**src/param_bank_defines.vh**
```
`ifndef PARAM_BANK_DEFINES_VH
`define PARAM_BANK_DEFINES_VH
`define NUM_ENTRIES 26
`define IDX_SET_VALUE_ONE 5'h00
`define IDX_SET_VALUE_TWO 5'h01
`define IDX_TOLERANCE_BAND 5'h02
`define IDX_ALARM_BAND 5'h03
`define IDX_FILTER_SELECT 5'h04
`define IDX_MODE_CONFIG 5'h05
`define IDX_PROPORTIONAL_GAIN 5'h06
`define IDX_INTEGRAL_GAIN 5'h07
`define IDX_DERIVATIVE_GAIN 5'h08
`define IDX_INTEGRATOR_CLAMP 5'h09
`define IDX_OUTPUT_DUTY_CEILING 5'h0a
`define IDX_SENSOR_ONE_TRIM 5'h0b
`define IDX_SET_POINT_SLEW 5'h0c
`define IDX_SENSOR_TWO_LIMIT 5'h0d
`define IDX_SENSOR_THREE_LIMIT 5'h0e
`define IDX_SENSOR_TWO_TRIM 5'h0f
`define IDX_SENSOR_THREE_TRIM 5'h10
`define IDX_FAN_LOW_THRESHOLD 5'h11
`define IDX_FAN_HIGH_THRESHOLD 5'h12
`define IDX_FAN_HYSTERESIS 5'h13
`define IDX_FAN_SWITCH_DELAY 5'h14
`define IDX_SUPPLY_LOW_LIMIT 5'h15
`define IDX_SUPPLY_HIGH_LIMIT 5'h16
`define IDX_DEADBAND_LOW 5'h17
`define IDX_DEADBAND_HIGH 5'h18
`define IDX_DEADBAND_HYSTERESIS 5'h19
`define RST_SET_VALUE_TWO 16'h0064
`define RST_TOLERANCE_BAND 16'h0005
`define RST_ALARM_BAND 16'h0014
`define RST_PROPORTIONAL_GAIN 16'h001e
`define RST_INTEGRAL_GAIN 16'h0001
`define RST_DERIVATIVE_GAIN 16'h001e
`define RST_INTEGRATOR_CLAMP 16'h001a
`define RST_OUTPUT_DUTY_CEILING 16'h007f
`define RST_FAN_LOW_THRESHOLD 16'h0032
`define RST_FAN_HIGH_THRESHOLD 16'h012c
`define RST_FAN_SWITCH_DELAY 16'h0014
`define RST_SUPPLY_LOW_LIMIT 16'h0073
`define RST_SUPPLY_HIGH_LIMIT 16'h0122
`define RST_DEADBAND_LOW 16'h0032
`define RST_DEADBAND_HIGH 16'h012c
`define RST_DEADBAND_HYSTERESIS 16'h0014
`define RST_ZERO 16'h0000
// -999 tenths, i.e. -99.9 degrees
`define SENSOR_DISABLED 16'hfc19
`define CFG_SENSOR_SEL_LSB 0
`define CFG_MODE_LSB 2
`define CFG_AUX_OUT_LSB 4
`define CFG_AUX_IN_LSB 6
`define FAN_TICK_MS 250
`define CLOCK_HZ 10000000
`define FAN_TICK_CYCLES ((`CLOCK_HZ / 1000) * `FAN_TICK_MS)
`define FAN_DELAY_MAX 16'h007f
`define FILTER_INDEX_MAX 3'h5
`endif

```
**src/fan_switch.v**
```verilog
`timescale 1ns/1ps
module fan_switch (
	input wire clock_i,
	input wire sys_rst_i,
	input wire tick_i,
	input wire signed [15:0] temp_i,
	input wire signed [15:0] low_i,
	input wire signed [15:0] high_i,
	input wire signed [15:0] hyst_i,
	input wire [15:0] delay_i,
	output reg fan_o
);
	reg [6:0] wait_q;
	reg want_d;
	wire signed [16:0] on_at = {high_i[15], high_i} + {hyst_i[15], hyst_i};
	wire signed [16:0] off_at = {low_i[15], low_i} - {hyst_i[15], hyst_i};
	wire signed [16:0] t17 = {temp_i[15], temp_i};
	// switch points with hysteresis
	always @* begin
		want_d = fan_o;
		if (t17 >= on_at)
			want_d = 1'b1;
		else if (t17 <= off_at)
			want_d = 1'b0;
	end
	// delay before switching
	always @(posedge clock_i or posedge sys_rst_i) begin
		if (sys_rst_i) begin
			wait_q <= 7'h0;
			fan_o <= 1'b0;
		end else if (want_d == fan_o) begin
			wait_q <= 7'h0;
		end else if (tick_i) begin
			if ({9'h0, wait_q} + 16'h1 >= delay_i) begin
				fan_o <= want_d;
				wait_q <= 7'h0;
			end else begin
				wait_q <= wait_q + 7'h1;
			end
		end
	end
endmodule // fan_switch

```
**src/thermal_controller_parameter_bank.v**
```verilog
// How it works
// limit value -99.9 disables that sensor's supervision.
// sensor above its limit switches the power stage off.
// warm-side fan switches between low and high points with hysteresis.
// fan waits programmed delay before changing state; delays above 127 are cut to 127 ticks.
// entries 0,1 are set values, defaults 0 and 100.
// entries 2,3 are tolerance and alarm bands, defaults 5 and 20.
// entry 4 selects filter time constant index 0..5.
// entry 5 packs aux in, aux out, mode, sensor select fields.
// entry 11 is sensor one trim, -127..127, default 0.
// entries 13,14 are sensor limits, default disabled (-999).
// entries 15,16 are sensor two/three trims, default 0.
// entries 17,18 are fan switch temperatures, defaults 50, 300.
// entry 19 is fan hysteresis, default 0.
// entry 20 is fan delay in 250 ms units, default 20.
// entries 21,22 are supply voltage limits, defaults 115, 290.
// entries 23..25 are dead-zone limits and hysteresis.
// entries are signed 16-bit, read returns, write replaces.
`timescale 1ns/1ps
`include "param_bank_defines.vh"
module thermal_controller_parameter_bank #(
	parameter integer TICK_CYCLES = `FAN_TICK_CYCLES
) (
	input wire clock_i,
	input wire sys_rst_i,
	input wire cmd_valid_i,
	input wire cmd_write_i,
	input wire [4:0] cmd_index_i,
	input wire [15:0] cmd_wdata_i,
	input wire [15:0] sensor_two_temp_i,
	input wire [15:0] sensor_three_temp_i,
	input wire [15:0] heat_sink_temp_i,
	output reg rsp_valid_o,
	output reg rsp_error_o,
	output reg [15:0] rsp_rdata_o,
	output reg power_enable_o,
	output reg fan_on_o,
	output reg [2:0] filter_index_o,
	output reg [1:0] sensor_select_o,
	output reg [1:0] operation_mode_o,
	output reg [1:0] aux_output_cfg_o,
	output reg [1:0] aux_input_cfg_o
);
	reg [15:0] entry_q [0:`NUM_ENTRIES-1];
	reg [15:0] s2_meta_q, s2_q, s3_meta_q, s3_q, hs_meta_q, hs_q;
	reg [15:0] s2_last_q, s3_last_q, hs_last_q;
	reg [15:0] s2_word_q, s3_word_q, hs_word_q;
	reg [15:0] read_word;
	reg s2_trip_q, s3_trip_q;
	wire tick;
	wire fan_raw;
	wire index_mapped = cmd_index_i < `NUM_ENTRIES;
	// the wait counter is 7 bits, so longer delays stop at the top of the range
	wire [15:0] fan_delay = (entry_q[`IDX_FAN_SWITCH_DELAY] > `FAN_DELAY_MAX) ?
		`FAN_DELAY_MAX : entry_q[`IDX_FAN_SWITCH_DELAY];
	integer i;

	function [15:0] reset_value;
		input [4:0] idx;
		begin
			// set value defaults
			if (idx == `IDX_SET_VALUE_ONE)
				reset_value = `RST_ZERO;
			else if (idx == `IDX_SET_VALUE_TWO)
				reset_value = `RST_SET_VALUE_TWO;

			// band defaults
			else if (idx == `IDX_TOLERANCE_BAND)
				reset_value = `RST_TOLERANCE_BAND;
			else if (idx == `IDX_ALARM_BAND)
				reset_value = `RST_ALARM_BAND;

			// selector defaults
			else if (idx == `IDX_FILTER_SELECT)
				reset_value = `RST_ZERO;
			else if (idx == `IDX_MODE_CONFIG)
				reset_value = `RST_ZERO;

			// control coefficient defaults
			else if (idx == `IDX_PROPORTIONAL_GAIN)
				reset_value = `RST_PROPORTIONAL_GAIN;
			else if (idx == `IDX_INTEGRAL_GAIN)
				reset_value = `RST_INTEGRAL_GAIN;
			else if (idx == `IDX_DERIVATIVE_GAIN)
				reset_value = `RST_DERIVATIVE_GAIN;
			else if (idx == `IDX_INTEGRATOR_CLAMP)
				reset_value = `RST_INTEGRATOR_CLAMP;
			else if (idx == `IDX_OUTPUT_DUTY_CEILING)
				reset_value = `RST_OUTPUT_DUTY_CEILING;

			// trim and slew defaults
			else if (idx == `IDX_SENSOR_ONE_TRIM)
				reset_value = `RST_ZERO;
			else if (idx == `IDX_SET_POINT_SLEW)
				reset_value = `RST_ZERO;

			// limits start disabled
			else if (idx == `IDX_SENSOR_TWO_LIMIT)
				reset_value = `SENSOR_DISABLED;
			else if (idx == `IDX_SENSOR_THREE_LIMIT)
				reset_value = `SENSOR_DISABLED;

			// trim defaults
			else if (idx == `IDX_SENSOR_TWO_TRIM)
				reset_value = `RST_ZERO;
			else if (idx == `IDX_SENSOR_THREE_TRIM)
				reset_value = `RST_ZERO;

			// fan defaults
			else if (idx == `IDX_FAN_LOW_THRESHOLD)
				reset_value = `RST_FAN_LOW_THRESHOLD;
			else if (idx == `IDX_FAN_HIGH_THRESHOLD)
				reset_value = `RST_FAN_HIGH_THRESHOLD;
			else if (idx == `IDX_FAN_HYSTERESIS)
				reset_value = `RST_ZERO;
			else if (idx == `IDX_FAN_SWITCH_DELAY)
				reset_value = `RST_FAN_SWITCH_DELAY;

			// supply defaults
			else if (idx == `IDX_SUPPLY_LOW_LIMIT)
				reset_value = `RST_SUPPLY_LOW_LIMIT;
			else if (idx == `IDX_SUPPLY_HIGH_LIMIT)
				reset_value = `RST_SUPPLY_HIGH_LIMIT;

			// dead-zone defaults
			else if (idx == `IDX_DEADBAND_LOW)
				reset_value = `RST_DEADBAND_LOW;
			else if (idx == `IDX_DEADBAND_HIGH)
				reset_value = `RST_DEADBAND_HIGH;
			else if (idx == `IDX_DEADBAND_HYSTERESIS)
				reset_value = `RST_DEADBAND_HYSTERESIS;
			else
				reset_value = `RST_ZERO;
		end
	endfunction

	// true when sensor is supervised and over its limit
	function over_limit;
		input [15:0] temp;
		input [15:0] limit;
		begin
			// disabled value
			if (limit == `SENSOR_DISABLED)
				over_limit = 1'b0;
			else
				over_limit = $signed(temp) > $signed(limit);
		end
	endfunction

	// filter index clamp
	function [2:0] filter_index;
		input [15:0] word;
		begin
			if (word > {13'h0, `FILTER_INDEX_MAX})
				filter_index = `FILTER_INDEX_MAX;
			else
				filter_index = word[2:0];
		end
	endfunction

	// two-bit field of the configuration word
	function [1:0] cfg_field;
		input [15:0] word;
		input [31:0] lsb;
		begin
			cfg_field = word[lsb +: 2];
		end
	endfunction

	// sensor readings come from another domain
	always @(posedge clock_i or posedge sys_rst_i) begin
		if (sys_rst_i) begin
			s2_meta_q <= 16'h0;
			s2_q <= 16'h0;
			s3_meta_q <= 16'h0;
			s3_q <= 16'h0;
			hs_meta_q <= 16'h0;
			hs_q <= 16'h0;
		end else begin
			s2_meta_q <= sensor_two_temp_i;
			s2_q <= s2_meta_q;
			s3_meta_q <= sensor_three_temp_i;
			s3_q <= s3_meta_q;
			hs_meta_q <= heat_sink_temp_i;
			hs_q <= hs_meta_q;
		end
	end

	// a word torn by the crossing differs from its neighbour, so only repeats are taken
	always @(posedge clock_i or posedge sys_rst_i) begin
		if (sys_rst_i) begin
			s2_last_q <= 16'h0;
			s3_last_q <= 16'h0;
			hs_last_q <= 16'h0;
			s2_word_q <= 16'h0;
			s3_word_q <= 16'h0;
			hs_word_q <= 16'h0;
		end else begin
			s2_last_q <= s2_q;
			s3_last_q <= s3_q;
			hs_last_q <= hs_q;
			if (s2_q == s2_last_q)
				s2_word_q <= s2_q;
			if (s3_q == s3_last_q)
				s3_word_q <= s3_q;
			if (hs_q == hs_last_q)
				hs_word_q <= hs_q;
		end
	end

	// read decode, unmapped numbers read zero
	always @* begin
		read_word = 16'h0;
		if (cmd_index_i == `IDX_SET_VALUE_ONE)
			read_word = entry_q[`IDX_SET_VALUE_ONE];
		else if (cmd_index_i == `IDX_SET_VALUE_TWO)
			read_word = entry_q[`IDX_SET_VALUE_TWO];
		else if (cmd_index_i == `IDX_TOLERANCE_BAND)
			read_word = entry_q[`IDX_TOLERANCE_BAND];
		else if (cmd_index_i == `IDX_ALARM_BAND)
			read_word = entry_q[`IDX_ALARM_BAND];
		else if (cmd_index_i == `IDX_FILTER_SELECT)
			read_word = entry_q[`IDX_FILTER_SELECT];
		else if (cmd_index_i == `IDX_MODE_CONFIG)
			read_word = entry_q[`IDX_MODE_CONFIG];
		else if (cmd_index_i == `IDX_PROPORTIONAL_GAIN)
			read_word = entry_q[`IDX_PROPORTIONAL_GAIN];
		else if (cmd_index_i == `IDX_INTEGRAL_GAIN)
			read_word = entry_q[`IDX_INTEGRAL_GAIN];
		else if (cmd_index_i == `IDX_DERIVATIVE_GAIN)
			read_word = entry_q[`IDX_DERIVATIVE_GAIN];
		else if (cmd_index_i == `IDX_INTEGRATOR_CLAMP)
			read_word = entry_q[`IDX_INTEGRATOR_CLAMP];
		else if (cmd_index_i == `IDX_OUTPUT_DUTY_CEILING)
			read_word = entry_q[`IDX_OUTPUT_DUTY_CEILING];
		else if (cmd_index_i == `IDX_SENSOR_ONE_TRIM)
			read_word = entry_q[`IDX_SENSOR_ONE_TRIM];
		else if (cmd_index_i == `IDX_SET_POINT_SLEW)
			read_word = entry_q[`IDX_SET_POINT_SLEW];
		else if (cmd_index_i == `IDX_SENSOR_TWO_LIMIT)
			read_word = entry_q[`IDX_SENSOR_TWO_LIMIT];
		else if (cmd_index_i == `IDX_SENSOR_THREE_LIMIT)
			read_word = entry_q[`IDX_SENSOR_THREE_LIMIT];
		else if (cmd_index_i == `IDX_SENSOR_TWO_TRIM)
			read_word = entry_q[`IDX_SENSOR_TWO_TRIM];
		else if (cmd_index_i == `IDX_SENSOR_THREE_TRIM)
			read_word = entry_q[`IDX_SENSOR_THREE_TRIM];
		else if (cmd_index_i == `IDX_FAN_LOW_THRESHOLD)
			read_word = entry_q[`IDX_FAN_LOW_THRESHOLD];
		else if (cmd_index_i == `IDX_FAN_HIGH_THRESHOLD)
			read_word = entry_q[`IDX_FAN_HIGH_THRESHOLD];
		else if (cmd_index_i == `IDX_FAN_HYSTERESIS)
			read_word = entry_q[`IDX_FAN_HYSTERESIS];
		else if (cmd_index_i == `IDX_FAN_SWITCH_DELAY)
			read_word = entry_q[`IDX_FAN_SWITCH_DELAY];
		else if (cmd_index_i == `IDX_SUPPLY_LOW_LIMIT)
			read_word = entry_q[`IDX_SUPPLY_LOW_LIMIT];
		else if (cmd_index_i == `IDX_SUPPLY_HIGH_LIMIT)
			read_word = entry_q[`IDX_SUPPLY_HIGH_LIMIT];
		else if (cmd_index_i == `IDX_DEADBAND_LOW)
			read_word = entry_q[`IDX_DEADBAND_LOW];
		else if (cmd_index_i == `IDX_DEADBAND_HIGH)
			read_word = entry_q[`IDX_DEADBAND_HIGH];
		else if (cmd_index_i == `IDX_DEADBAND_HYSTERESIS)
			read_word = entry_q[`IDX_DEADBAND_HYSTERESIS];
	end

	// read and write by entry number
	always @(posedge clock_i or posedge sys_rst_i) begin
		if (sys_rst_i) begin
			for (i = 0; i < `NUM_ENTRIES; i = i + 1)
				entry_q[i] <= reset_value(i[4:0]);
			rsp_valid_o <= 1'b0;
			rsp_error_o <= 1'b0;
			rsp_rdata_o <= 16'h0;
		end else begin
			rsp_valid_o <= cmd_valid_i;
			rsp_error_o <= 1'b0;
			if (cmd_valid_i) begin
				if (!index_mapped) begin
					// unmapped entries answer zero with error
					rsp_error_o <= 1'b1;
					rsp_rdata_o <= 16'h0;
				end else if (cmd_write_i) begin
					entry_q[cmd_index_i] <= cmd_wdata_i;
					rsp_rdata_o <= cmd_wdata_i;
				end else begin
					rsp_rdata_o <= read_word;
				end
			end
		end
	end

	tick_divider #(
		.CYCLES(TICK_CYCLES)
	) u_tick (
		.clock_i(clock_i),
		.sys_rst_i(sys_rst_i),
		.tick_o(tick)
	);

	// fan settings drive the switch
	fan_switch u_fan (
		.clock_i(clock_i),
		.sys_rst_i(sys_rst_i),
		.tick_i(tick),
		.temp_i(hs_word_q),
		.low_i(entry_q[`IDX_FAN_LOW_THRESHOLD]),
		.high_i(entry_q[`IDX_FAN_HIGH_THRESHOLD]),
		.hyst_i(entry_q[`IDX_FAN_HYSTERESIS]),
		.delay_i(fan_delay),
		.fan_o(fan_raw)
	);

	// per-sensor trip, registered to keep the signed compare short
	always @(posedge clock_i or posedge sys_rst_i) begin
		if (sys_rst_i) begin
			s2_trip_q <= 1'b0;
			s3_trip_q <= 1'b0;
		end else begin
			s2_trip_q <= over_limit(s2_word_q, entry_q[`IDX_SENSOR_TWO_LIMIT]);
			s3_trip_q <= over_limit(s3_word_q, entry_q[`IDX_SENSOR_THREE_LIMIT]);
		end
	end

	always @(posedge clock_i or posedge sys_rst_i) begin
		if (sys_rst_i) begin
			power_enable_o <= 1'b0;
			fan_on_o <= 1'b0;
			filter_index_o <= 3'h0;
			sensor_select_o <= 2'h0;
			operation_mode_o <= 2'h0;
			aux_output_cfg_o <= 2'h0;
			aux_input_cfg_o <= 2'h0;
		end else begin
			// over-limit shutoff
			power_enable_o <= !(s2_trip_q || s3_trip_q);
			fan_on_o <= fan_raw;
			// filter index, out of range clamps to 5
			filter_index_o <= filter_index(entry_q[`IDX_FILTER_SELECT]);
			// configuration fields
			sensor_select_o <= cfg_field(entry_q[`IDX_MODE_CONFIG], `CFG_SENSOR_SEL_LSB);
			operation_mode_o <= cfg_field(entry_q[`IDX_MODE_CONFIG], `CFG_MODE_LSB);
			aux_output_cfg_o <= cfg_field(entry_q[`IDX_MODE_CONFIG], `CFG_AUX_OUT_LSB);
			aux_input_cfg_o <= cfg_field(entry_q[`IDX_MODE_CONFIG], `CFG_AUX_IN_LSB);
		end
	end
endmodule // thermal_controller_parameter_bank

```
**src/tick_divider.v**
```verilog
`timescale 1ns/1ps
`include "param_bank_defines.vh"
module tick_divider #(
	parameter integer CYCLES = `FAN_TICK_CYCLES
) (
	input wire clock_i,
	input wire sys_rst_i,
	output reg tick_o
);
	reg [31:0] count_q;
	always @(posedge clock_i or posedge sys_rst_i) begin
		if (sys_rst_i) begin
			count_q <= 32'h0;
			tick_o <= 1'b0;
		end else if (count_q == CYCLES - 1) begin
			count_q <= 32'h0;
			tick_o <= 1'b1;
		end else begin
			count_q <= count_q + 32'h1;
			tick_o <= 1'b0;
		end
	end
endmodule // tick_divider
```
**config.mk**
```make
export PLATFORM = sky130hd
export DESIGN_NAME = thermal_controller_parameter_bank
export DESIGN_NICKNAME = d
export VERILOG_FILES = /design/src/fan_switch.v /design/src/thermal_controller_parameter_bank.v /design/src/tick_divider.v
export VERILOG_INCLUDE_DIRS = /design/src
export SDC_FILE = /design/constraint.sdc
export NUM_CORES = 1
export LEC_CHECK = 0
export BUFFER_PORTS_ARGS = -buffer_cell sky130_fd_sc_hd__buf_2
export CORE_ASPECT_RATIO = 0.75
export CORE_MARGIN = 2
export CORE_UTILIZATION = 60
export DETAILED_ROUTE_END_ITERATION = 10
export GPL_TIMING_DRIVEN = 0
export PLACE_DENSITY = 0.86
export SLEW_MARGIN = 10
export SYNTH_ARGS = -nofsm -noshare
export SYNTH_HDL_FRONTEND = slang
export SYNTH_SLANG_ARGS = --single-unit
```
**constraint.sdc**
```tcl
create_clock -name clock_i -period 26.7 [get_ports clock_i]
set_clock_uncertainty 0.2 [all_clocks]
set_input_delay 4.005 -clock clock_i [delete_from_list [all_inputs] [get_ports clock_i]]
set_output_delay 4.005 -clock clock_i [all_outputs]
set_load 0.02 [all_outputs]
```
==> results of run 1 <==
## layout make-up
class	count	area, um^2
Fill cell	3782	17000
Clock inverter	28	404
Buffer	148	792
Clock buffer	95	1900
Inverter	82	315
Multi-Input combinational cell	1699	13600
Timing Repair Buffer	105	661
Sequential cell	682	17200
Tap cell	712	891
Antenna cell	1	2.50
## sequential cells by signal, summed over array words and instances (netlist names), 2 cells and up
name	cells
rsp_rdata_o	16
s2_word_q	16
s3_last_q	16
aux_input_cfg_o	2
s2_q	16
aux_output_cfg_o	2
s3_q	16
hs_q	16
s3_meta_q	16
u_fan.wait_q	7
sensor_select_o	2
s2_last_q	16
hs_meta_q	16
s3_word_q	16
hs_word_q	16
s2_meta_q	16
operation_mode_o	2
hs_last_q	16
entry_q	416
u_tick.count_q	32
filter_index_o	3
## per-stage QoR
step,std cells,hold slack [ns]
6_report,3552,0.143
5_1_grt,3551,0.150
4_1_cts,3551,0.142
3_5_place_dp,3428,0.135
3_3_place_gp,3422,0.131
2_1_floorplan,2611,0.131
## per-layer routing
layer,track usage [%],share of wire (%),vias up
met4,14.0,3.7,8
met2,54.9,41,1591
li1,-,-,9871
met5,0,0.051,-
met3,17.1,14,262
met1,56.9,41,12300
## power by group
part,internal [mW],switching [mW]
sequential,1.14,0.0903
clock,0.565,0.438
combinational,0.159,0.234
total,1.87,0.762
## cells by family after synthesis
| logic type | after synthesis | synth area share [%] |
|---|---|---|
| adder cells (fa/ha/maj) | 110 | 4.38 |
| AND/OR/NAND/NOR | 535 | 9.04 |
| buffers and inverters | 230 | 3.46 |
| multiplexers | 428 | 15.1 |
| flip-flops | 682 | 53.9 |
| AO/OA/AOI/OAI | 516 | 11.0 |
| XOR/XNOR | 109 | 3.00 |
| other | 1 | 0.0118 |
## layout by cell type (no fill, tap or decap), drive strengths merged, types with 19 or more instances in the layout
cell type  instances
nor4              25
clkbuf           165
a22oi             71
inv               84
a21o              25
dfstp             70
nand4             32
nand3             45
xor2              72
nor3              34
nor2             112
a31oi             25
a21oi            107
xnor2             37
a221oi            27
ha               108
nor2b             37
mux2             426
and3              39
dfrtp            612
a22o              19
nand2b            19
buf              183
o21ai            107
nand2            130
## worst max-delay path: stages
cell	delay (ns)
buf_2	0.19
buf_6	0.22
buf_6	0.18
buf_2	0.34
buf_1	0.83
nor3_1	0.28
a211oi_1	0.84
o2111ai_1	0.58
a311oi_1	0.42
a21oi_1	0.07
## worst paths after layout
check	from	endpoint	slack [ns]
hold reg to reg	hs_meta_q[2]$_DFF_PP0_	hs_q[2]$_DFF_PP0_	0.14
hold / removal	hs_meta_q[2]$_DFF_PP0_	hs_q[2]$_DFF_PP0_	0.14
max in group asynchronous	sys_rst_i	entry_q[18]$_DFFE_PP1P_	20.69
setup / recovery	cmd_index_i[0]	rsp_rdata_o[6]$_DFFE_PP0P_	19.04
min in group asynchronous	sys_rst_i	u_tick.count_q[24]$_DFF_PP0_	3.22
setup reg to reg	entry_q[96]$_DFFE_PP0P_	u_fan.wait_q[0]$_DFFE_PP0P_	20.90
==> metrics.cfg, run 1 <==
[run_status]
status = finished, violations left
violations = capacitance limit, slew limit

[cts]
tritoncts = done
hold_buffers = 0
clockBufferDepth = 3
clockRootBuffer = clkbuf_16
clkLatencyLatePin_ns = 0.64
htree_levels = 3
post_cts.repair.setup_buffers = 0
path_clk_slew_ns = 0.07
cts_buffers = 67
cts.sinks = 682
cts-resized-gates = 0

[sta]
setup_viol = 0
hold_viol = 0
finalSetupTns_ns = 0
fin_ws_ns = 19.04
worst_slew_pin_slew_ns = 1.50
slew-limit-headroom_pct = -0.503
final_max_slew_viol_count = 1
max_freq_mhz = 131
post-route-period-util_pct = 28.7
min_period_ns = 7.66
rsz0062_at_grt = no

[floorplan]
die_area_um2 = 54900
num_rows = 73
die_w_um = 270
start_util_pct = 60.3
core_region_area_um2 = 52700
io_pins = 104
die_y_um = 203

[critical_path]
arrival_ns = 7.98
reg2reg_depth = 18
required_ns = 27.02
crit_type = in2reg
cp-start-kind = input port
cp-end-kind = register
crit_fanout = 10

[global_route]
antenna_found_initial = 7
grt_first_pass_wirelength_um = 159000
grt_max_degree = 113
grt-ovfl-total = 0
grt_pass1_vias = 23500
grt_util_all_layers_pct = 40.0

[finish]
nets = 2968
final_util_pct = 67.7
fin_area_um2 = 35700
area_delta_synth_final_pct = 12.2
drive_above_1_share_pct = 29.2

[synth]
synth_area_um2 = 31800
synth_seq_cells = 682
yosysSeqAreaShare_pct = 53.9
syn_inst = 2611
synth_most_common_cell = dfrtp_1
synth_edf_count = 0
synth_top_area_share_pct = 48.2
synth-async-reset-ratio_pct = 100
synth_top_cells_by_area = dfrtp_1 (48%), mux2_2 (15%), dfstp_2 (5.8%)
postSynthAreaPerCell_um2 = 12.2
synth_area_leader_cell = dfrtp_1
synth.cells.most_frequent = dfrtp_1 (612), mux2_2 (425), nand2_1 (129)
synth_flop_cell = dfrtp_1
yosysWarnings = 0
synth_cell_types = 86
synth_fp_nets = 2794

[flow_run]
max_cap_violations = 1

[place]
gp_congestion = 1.03
hpwl_um = 79800
place_ws_ns = 18.83
dpl_cell_area_um2 = 33400
port-buffer-count = 99

[route]
route.antenna.remaining_nets = 0
viasPerCell = 6.76
vias = 24000
drcViolationCount = 0
drt_iter0_drc = 3362
route.detailed.wl_per_inst_um = 30.8
wl_um = 109000
drt_first_pass_iters = 6

[pwr]
p_per_area_nw_per_um2 = 73.7
power.leakage_nw = 16.7
irDropWorstVdd_uv = 69.6
total_power_mw = 2.63

[hold_path]
hold_depth = 0
hold_class = reg2reg

No activity file was read; power rests on OpenSTA's default activity.
==> inputs of run 2 (changes only) <==
Settings changed: CORE_UTILIZATION 60 to 56, PLACE_DENSITY 0.86 to 0.85.
Clock period 26.7 ns to 6.5 ns, I/O delays scaled along.
==> run 2 against run 1 <==
  * The flow now finishes without violations
  * Final cell count up 1.2%
  * First-iteration DRC count down 7.0%
  * Global-route usage down 2.1 points
==> metrics.cfg, run 2 (same netlist as run 1, synthesis figures left out) <==
[run_status]
status = finished, final reports clean

[sta]
rsz0062_at_grt = no
final_max_slew_viol_count = 0
post-route-period-util_pct = 86.6
hold_viol = 0
max_freq_mhz = 178
slew-limit-headroom_pct = 5.54
setup_viol = 0
fin_ws_ns = 0.874
worst_slew_pin_slew_ns = 1.42
min_period_ns = 5.63
whs_ns = 0.142

[cts]
cts-resized-gates = 0
post_cts.repair.setup_buffers = 0
htree_levels = 3
clockBufferDepth = 3
clkLatencyLatePin_ns = 0.64
hold_buffers = 0
clockRootBuffer = clkbuf_16
cts.sinks = 682
tritoncts = done
path_clk_slew_ns = 0.07
cts_buffers = 68

[finish]
final_common_cell = dfrtp_1
n_fill_cell = 4195
layout.cells.non_filler = 3594
layout_common_cells = dfrtp_1 (612), mux2_2 (425), buf_2 (135)
area_delta_synth_final_pct = 13.4
reg_top3 = entry_q: 416 flops, u_tick.count_q: 32 flops
drive_above_1_share_pct = 29.8
regArea_um2 = 17200
largest_reg_flops = 416
multi_input_area_um2 = 13600
final_util_pct = 64.4
nets = 2984
regMostFlops = entry_q

[route]
route.detailed.wl_per_inst_um = 30.6
wl_um = 110000
viasPerCell = 6.64
route.antenna.remaining_nets = 0
vias = 23900
drcViolationCount = 0
drt_iter0_drc = 3126
drt_first_pass_iters = 7

[global_route]
grt_first_pass_wirelength_um = 160000
grt_max_degree = 44
grt-ovfl-total = 0
antenna_found_initial = 8
grt_pass1_vias = 23900
use_met1_pct = 54.3
met2_usage_pct = 52.9
grt_util_all_layers_pct = 37.9
grt.busiest_layer = met1
use_met3_pct = 14.7

[place]
port-buffer-count = 99
gp_congestion = 1.06
place_ws_ns = 1.02
placedCellCount = 3462
hpwl_um = 81800

[floorplan]
core_region_area_um2 = 56000
die_w_um = 279
io_pins = 104
num_rows = 75
start_util_pct = 56.8
die_y_um = 210
die_area_um2 = 58700

[critical_path]
max_stage_delay_ns = 0.68
required_ns = 6.78
crit_type = reg2reg
arrival_ns = 5.91
crit_fanout = 7
reg2reg_from = entry_q[96]$_DFFE_PP0P_
regToRegSetupSlack_ns = 0.87
reg2reg_depth = 18
crit_top_cell = a21oi_1
cp_slowest_cell = a2111oi_0
crit_chain = ha_1 > fa_1 > a21o_1 > a21oi_1 > o21bai_1 > a2111oi_0 > o31ai_1 > a21oi_1 > xor2_1 > ha_1 > a21oi_1 > o21ai_0 > a2111oi_0 > a211oi_1 > o22ai_1 > or2_2 > clkbuf_1 > a22oi_1
cp-start-kind = register
cp-end-kind = register
r2r_end = u_fan.wait_q[0]$_DFFE_PP0P_

[hold_path]
min_to = s2_q[4]$_DFF_PP0_
min_from = s2_meta_q[4]$_DFF_PP0_
hold_class = reg2reg
hold_depth = 0

[pwr]
p_per_area_nw_per_um2 = 303
irDropWorstVdd_uv = 273
power.leakage_nw = 16.9

[flow_run]
max_cap_violations = 0

## run 2: cell count changes in the layout (fill, tap and decap cells not counted), sizes merged
cell | before | now
diode | 1 | 7
bufinv | 6 | 7
inv | 84 | 85
buf | 183 | 197
clkdlybuf4s18 | 0 | 1
## run 2: how the worst max path moves through the flow
stage	startpoint	slack, ns	endpoint	cells after the start
finish	entry_q[96]$_DFFE_PP0P_	0.87	u_fan.wait_q[0]$_DFFE_PP0P_	18
global route	entry_q[96]$_DFFE_PP0P_	0.43	u_fan.wait_q[0]$_DFFE_PP0P_	18
CTS	entry_q[96]$_DFFE_PP0P_	0.97	u_fan.wait_q[0]$_DFFE_PP0P_	18
detailed placement	entry_q[96]$_DFFE_PP0P_	1.02	u_fan.wait_q[0]$_DFFE_PP0P_	18
global placement	sys_rst_i	-7.15	entry_q[411]$_DFFE_PP0P_	2
floorplan	sys_rst_i	-3.95	aux_input_cfg_o[0]$_DFF_PP0_	1
## run 2: stage by stage
stage	instance area (um^2)	TNS (ns)	power (mW)
after floorplan	31800	-2508.79	6.05
after global placement	33200	-4590.66	6.60
after detailed placement	33700	0	6.71
after CTS	36000	0	10.9
after global routing	36000	0	11.3
final	36100	0	10.9
## run 2: final cells by class
class                      instances  share of cell area [%]
clock inverter                    30                    1.18
timing repair buffer             120                    2.53
buffer                           148                    2.20
tap                              731                    2.54
antenna                            7                  0.0486
inverter                          82                   0.864
clock buffer                      95                    5.42
sequential                       682                    47.6
multi-input combinational       1699                    37.6
## run 2: per-layer routing
metal | up-vias | share of wire (%) | routed length [um]
met5 | - | 0 | 0
met4 | 0 | 3.6 | 4000
met3 | 266 | 14 | 15200
met2 | 1499 | 41 | 45000
met1 | 12200 | 42 | 46000
li1 | 9875 | - | -
## run 2: where the power goes
part | total, mW | internal (mW) | switching [mW]
logic | 1.64 | 0.670 | 0.974
clock network | 4.22 | 2.42 | 1.79
registers | 5.06 | 4.70 | 0.364
total | 10.9 | 7.79 | 3.13
## run 2: critical path: cells and delay by family (launching register included)
family	cells	cell delay, ns
XOR/XNOR	1	0.22
buffers and inverters	1	0.30
adder cells (fa/ha/maj)	3	0.97
flip-flops	1	0.43
AO/OA/AOI/OAI	12	3.14
AND/OR/NAND/NOR	1	0.21
==> inputs of run 3 (changes only) <==
--- a/config.mk
+++ b/config.mk
@@ -10,3 +10,3 @@
 export CORE_ASPECT_RATIO = 0.75
-export CORE_MARGIN = 2
+export CORE_MARGIN = 1.5
 export CORE_UTILIZATION = 56
--- a/constraint.sdc
+++ b/constraint.sdc
@@ -4,2 +4,2 @@
 set_output_delay 0.975 -clock clock_i [all_outputs]
-set_load 0.02 [all_outputs]
+set_load 0.005 [all_outputs]
==> run 3 against run 2 <==
  * Non-clock buffer count unchanged
  * Register-to-register slack got worse by 0.35 ns
  * Largest power group unchanged
  * Combinational power about the same
==> metrics.cfg, run 3 (same netlist as run 1, synthesis figures left out) <==
[floorplan]
core_region_area_um2 = 56000
die_area_um2 = 58200
io_pins = 104
num_rows = 75
die_y_um = 209
die_w_um = 278
start_util_pct = 56.8

[sta]
final_max_slew_viol_count = 0
worst_slew_pin_slew_ns = 1.42
hold_viol = 0
finalSetupTns_ns = 0
max_freq_mhz = 167
setup_viol = 0
min_period_ns = 5.98
slew-limit-headroom_pct = 4.82
whs_ns = 0.141
post-route-period-util_pct = 92.0
rsz0062_at_grt = no

[critical_path]
cp_slowest_cell = a2111oi_0
crit_chain = ha_1 > fa_1 > a21o_1 > a21oi_1 > o21bai_1 > a2111oi_0 > o31ai_1 > a21oi_1 > xor2_1 > ha_1 > a21oi_1 > o21ai_0 > a2111oi_0 > a211oi_1 > o22ai_1 > nand3_1 > a32oi_1
arrival_ns = 6.32
crit_type = reg2reg
cp-start-kind = register
critPathTopFamily = compound AO/OA/AOI/OAI gates
max_stage_delay_ns = 0.71
cp-end-kind = register
crit_buf_inv = 0
crit_top_cell = a21oi_1
required_ns = 6.84
crit_fanout = 7

[cts]
htree_levels = 3
cts_buffers = 70
cts-resized-gates = 0
path_clk_slew_ns = 0.06
post_cts.repair.setup_buffers = 0
hold_buffers = 0
cts.sinks = 682
clockBufferDepth = 3
clkLatencyLatePin_ns = 0.64
tritoncts = done
clockRootBuffer = clkbuf_16

[finish]
nets = 2986
largest_reg_flops = 416
final_common_cell = dfrtp_1
reg_top3 = entry_q: 416 flops, u_tick.count_q: 32 flops
n_fill_cell = 4171
area_delta_synth_final_pct = 13.4
drive_above_1_share_pct = 29.8
final_util_pct = 64.4
regMostFlops = entry_q
layout_common_cells = dfrtp_1 (612), mux2_2 (425), buf_2 (135)

[place]
port-buffer-count = 99
gp_congestion = 1.00
hpwl_um = 82600

[route]
wl_um = 112000
drt_iter0_drc = 3045
vias = 24100
route.detailed.wl_per_inst_um = 31.1
route.antenna.remaining_nets = 0
drcViolationCount = 0
drt_first_pass_iters = 6
viasPerCell = 6.69

[global_route]
antenna_found_initial = 8
grt-ovfl-total = 0
grt_max_degree = 44
grt_first_pass_wirelength_um = 162000
grt_pass1_vias = 23600
grt_util_all_layers_pct = 38.5

[hold_path]
hold_class = reg2reg

[flow_run]
max_cap_violations = 0

[pwr]
power.leakage_nw = 16.9
irDropWorstVdd_uv = 254
total_power_mw = 11.0
p_per_area_nw_per_um2 = 305

[run_status]
status = finished, final reports clean

## run 3: cell types whose count changed in the layout (fill, tap and decap cells not counted), sizes merged
| cell | change |
|---|---|
| buf | +1 |
| bufinv | +1 |
| clkbuf | +5 |
| clkdlybuf4s18 | -1 |
| clkinv | -4 |
| clkinvlp | -1 |
| diode | -2 |
| inv | +2 |
## run 3: metrics by stage
stage,cell area (um^2),worst slack [ns],std cells
floorplan,31800,-3.95,2611
global placement,33200,-7.19,3441
detailed placement,33600,0.903,3462
CTS,36100,0.791,3590
global route,36100,0.182,3590
finish,36100,0.522,3595
## run 3: worst paths after layout
kind / end / startpoint / depth (start not counted) / slack (ns)
worst max register to register: u_fan.wait_q[2]$_DFFE_PP0P_ / entry_q[96]$_DFFE_PP0P_ / 17 / 0.52
worst max-delay path: u_fan.wait_q[2]$_DFFE_PP0P_ / entry_q[96]$_DFFE_PP0P_ / 17 / 0.52
min in group asynchronous: hs_word_q[0]$_DFFE_PP0N_ / sys_rst_i / 2 / 0.17
worst min-delay path: s3_q[3]$_DFF_PP0_ / s3_meta_q[3]$_DFF_PP0_ / 0 / 0.14
worst min register to register: s3_q[3]$_DFF_PP0_ / s3_meta_q[3]$_DFF_PP0_ / 0 / 0.14
max in group asynchronous: entry_q[4]$_DFFE_PP1P_ / sys_rst_i / 9 / 3.76
## run 3: final cells by class
| cell class | count | area [um^2] | area share (%) |
|---|---|---|---|
| Sequential cell | 682 | 17200 | 47.6 |
| Multi-Input combinational cell | 1699 | 13600 | 37.6 |
| Clock buffer | 100 | 2000 | 5.56 |
| Tap cell | 731 | 915 | 2.54 |
| Timing Repair Buffer | 120 | 891 | 2.47 |
| Buffer | 148 | 792 | 2.20 |
| Clock inverter | 28 | 424 | 1.18 |
| Inverter | 82 | 312 | 0.864 |
| Antenna cell | 5 | 12.5 | 0.0347 |
## run 3: power by group
part	internal (mW)	switching [mW]	total, mW	leakage (nW)
combinational	0.667	0.956	1.62	7.12
sequential	4.70	0.371	5.07	8.59
clock	2.50	1.81	4.31	1.18
total	7.87	3.14	11.0	16.9
## run 3: layer usage
metal | up-vias | wire [um] | global-route usage [%]
met2 | 1463 | 46000 | 53.4
met4 | 2 | 4040 | 13.5
li1 | 9900 | - | -
met1 | 12400 | 47900 | 56.1
met5 | - | 13 | 0.496
met3 | 276 | 14000 | 13.3
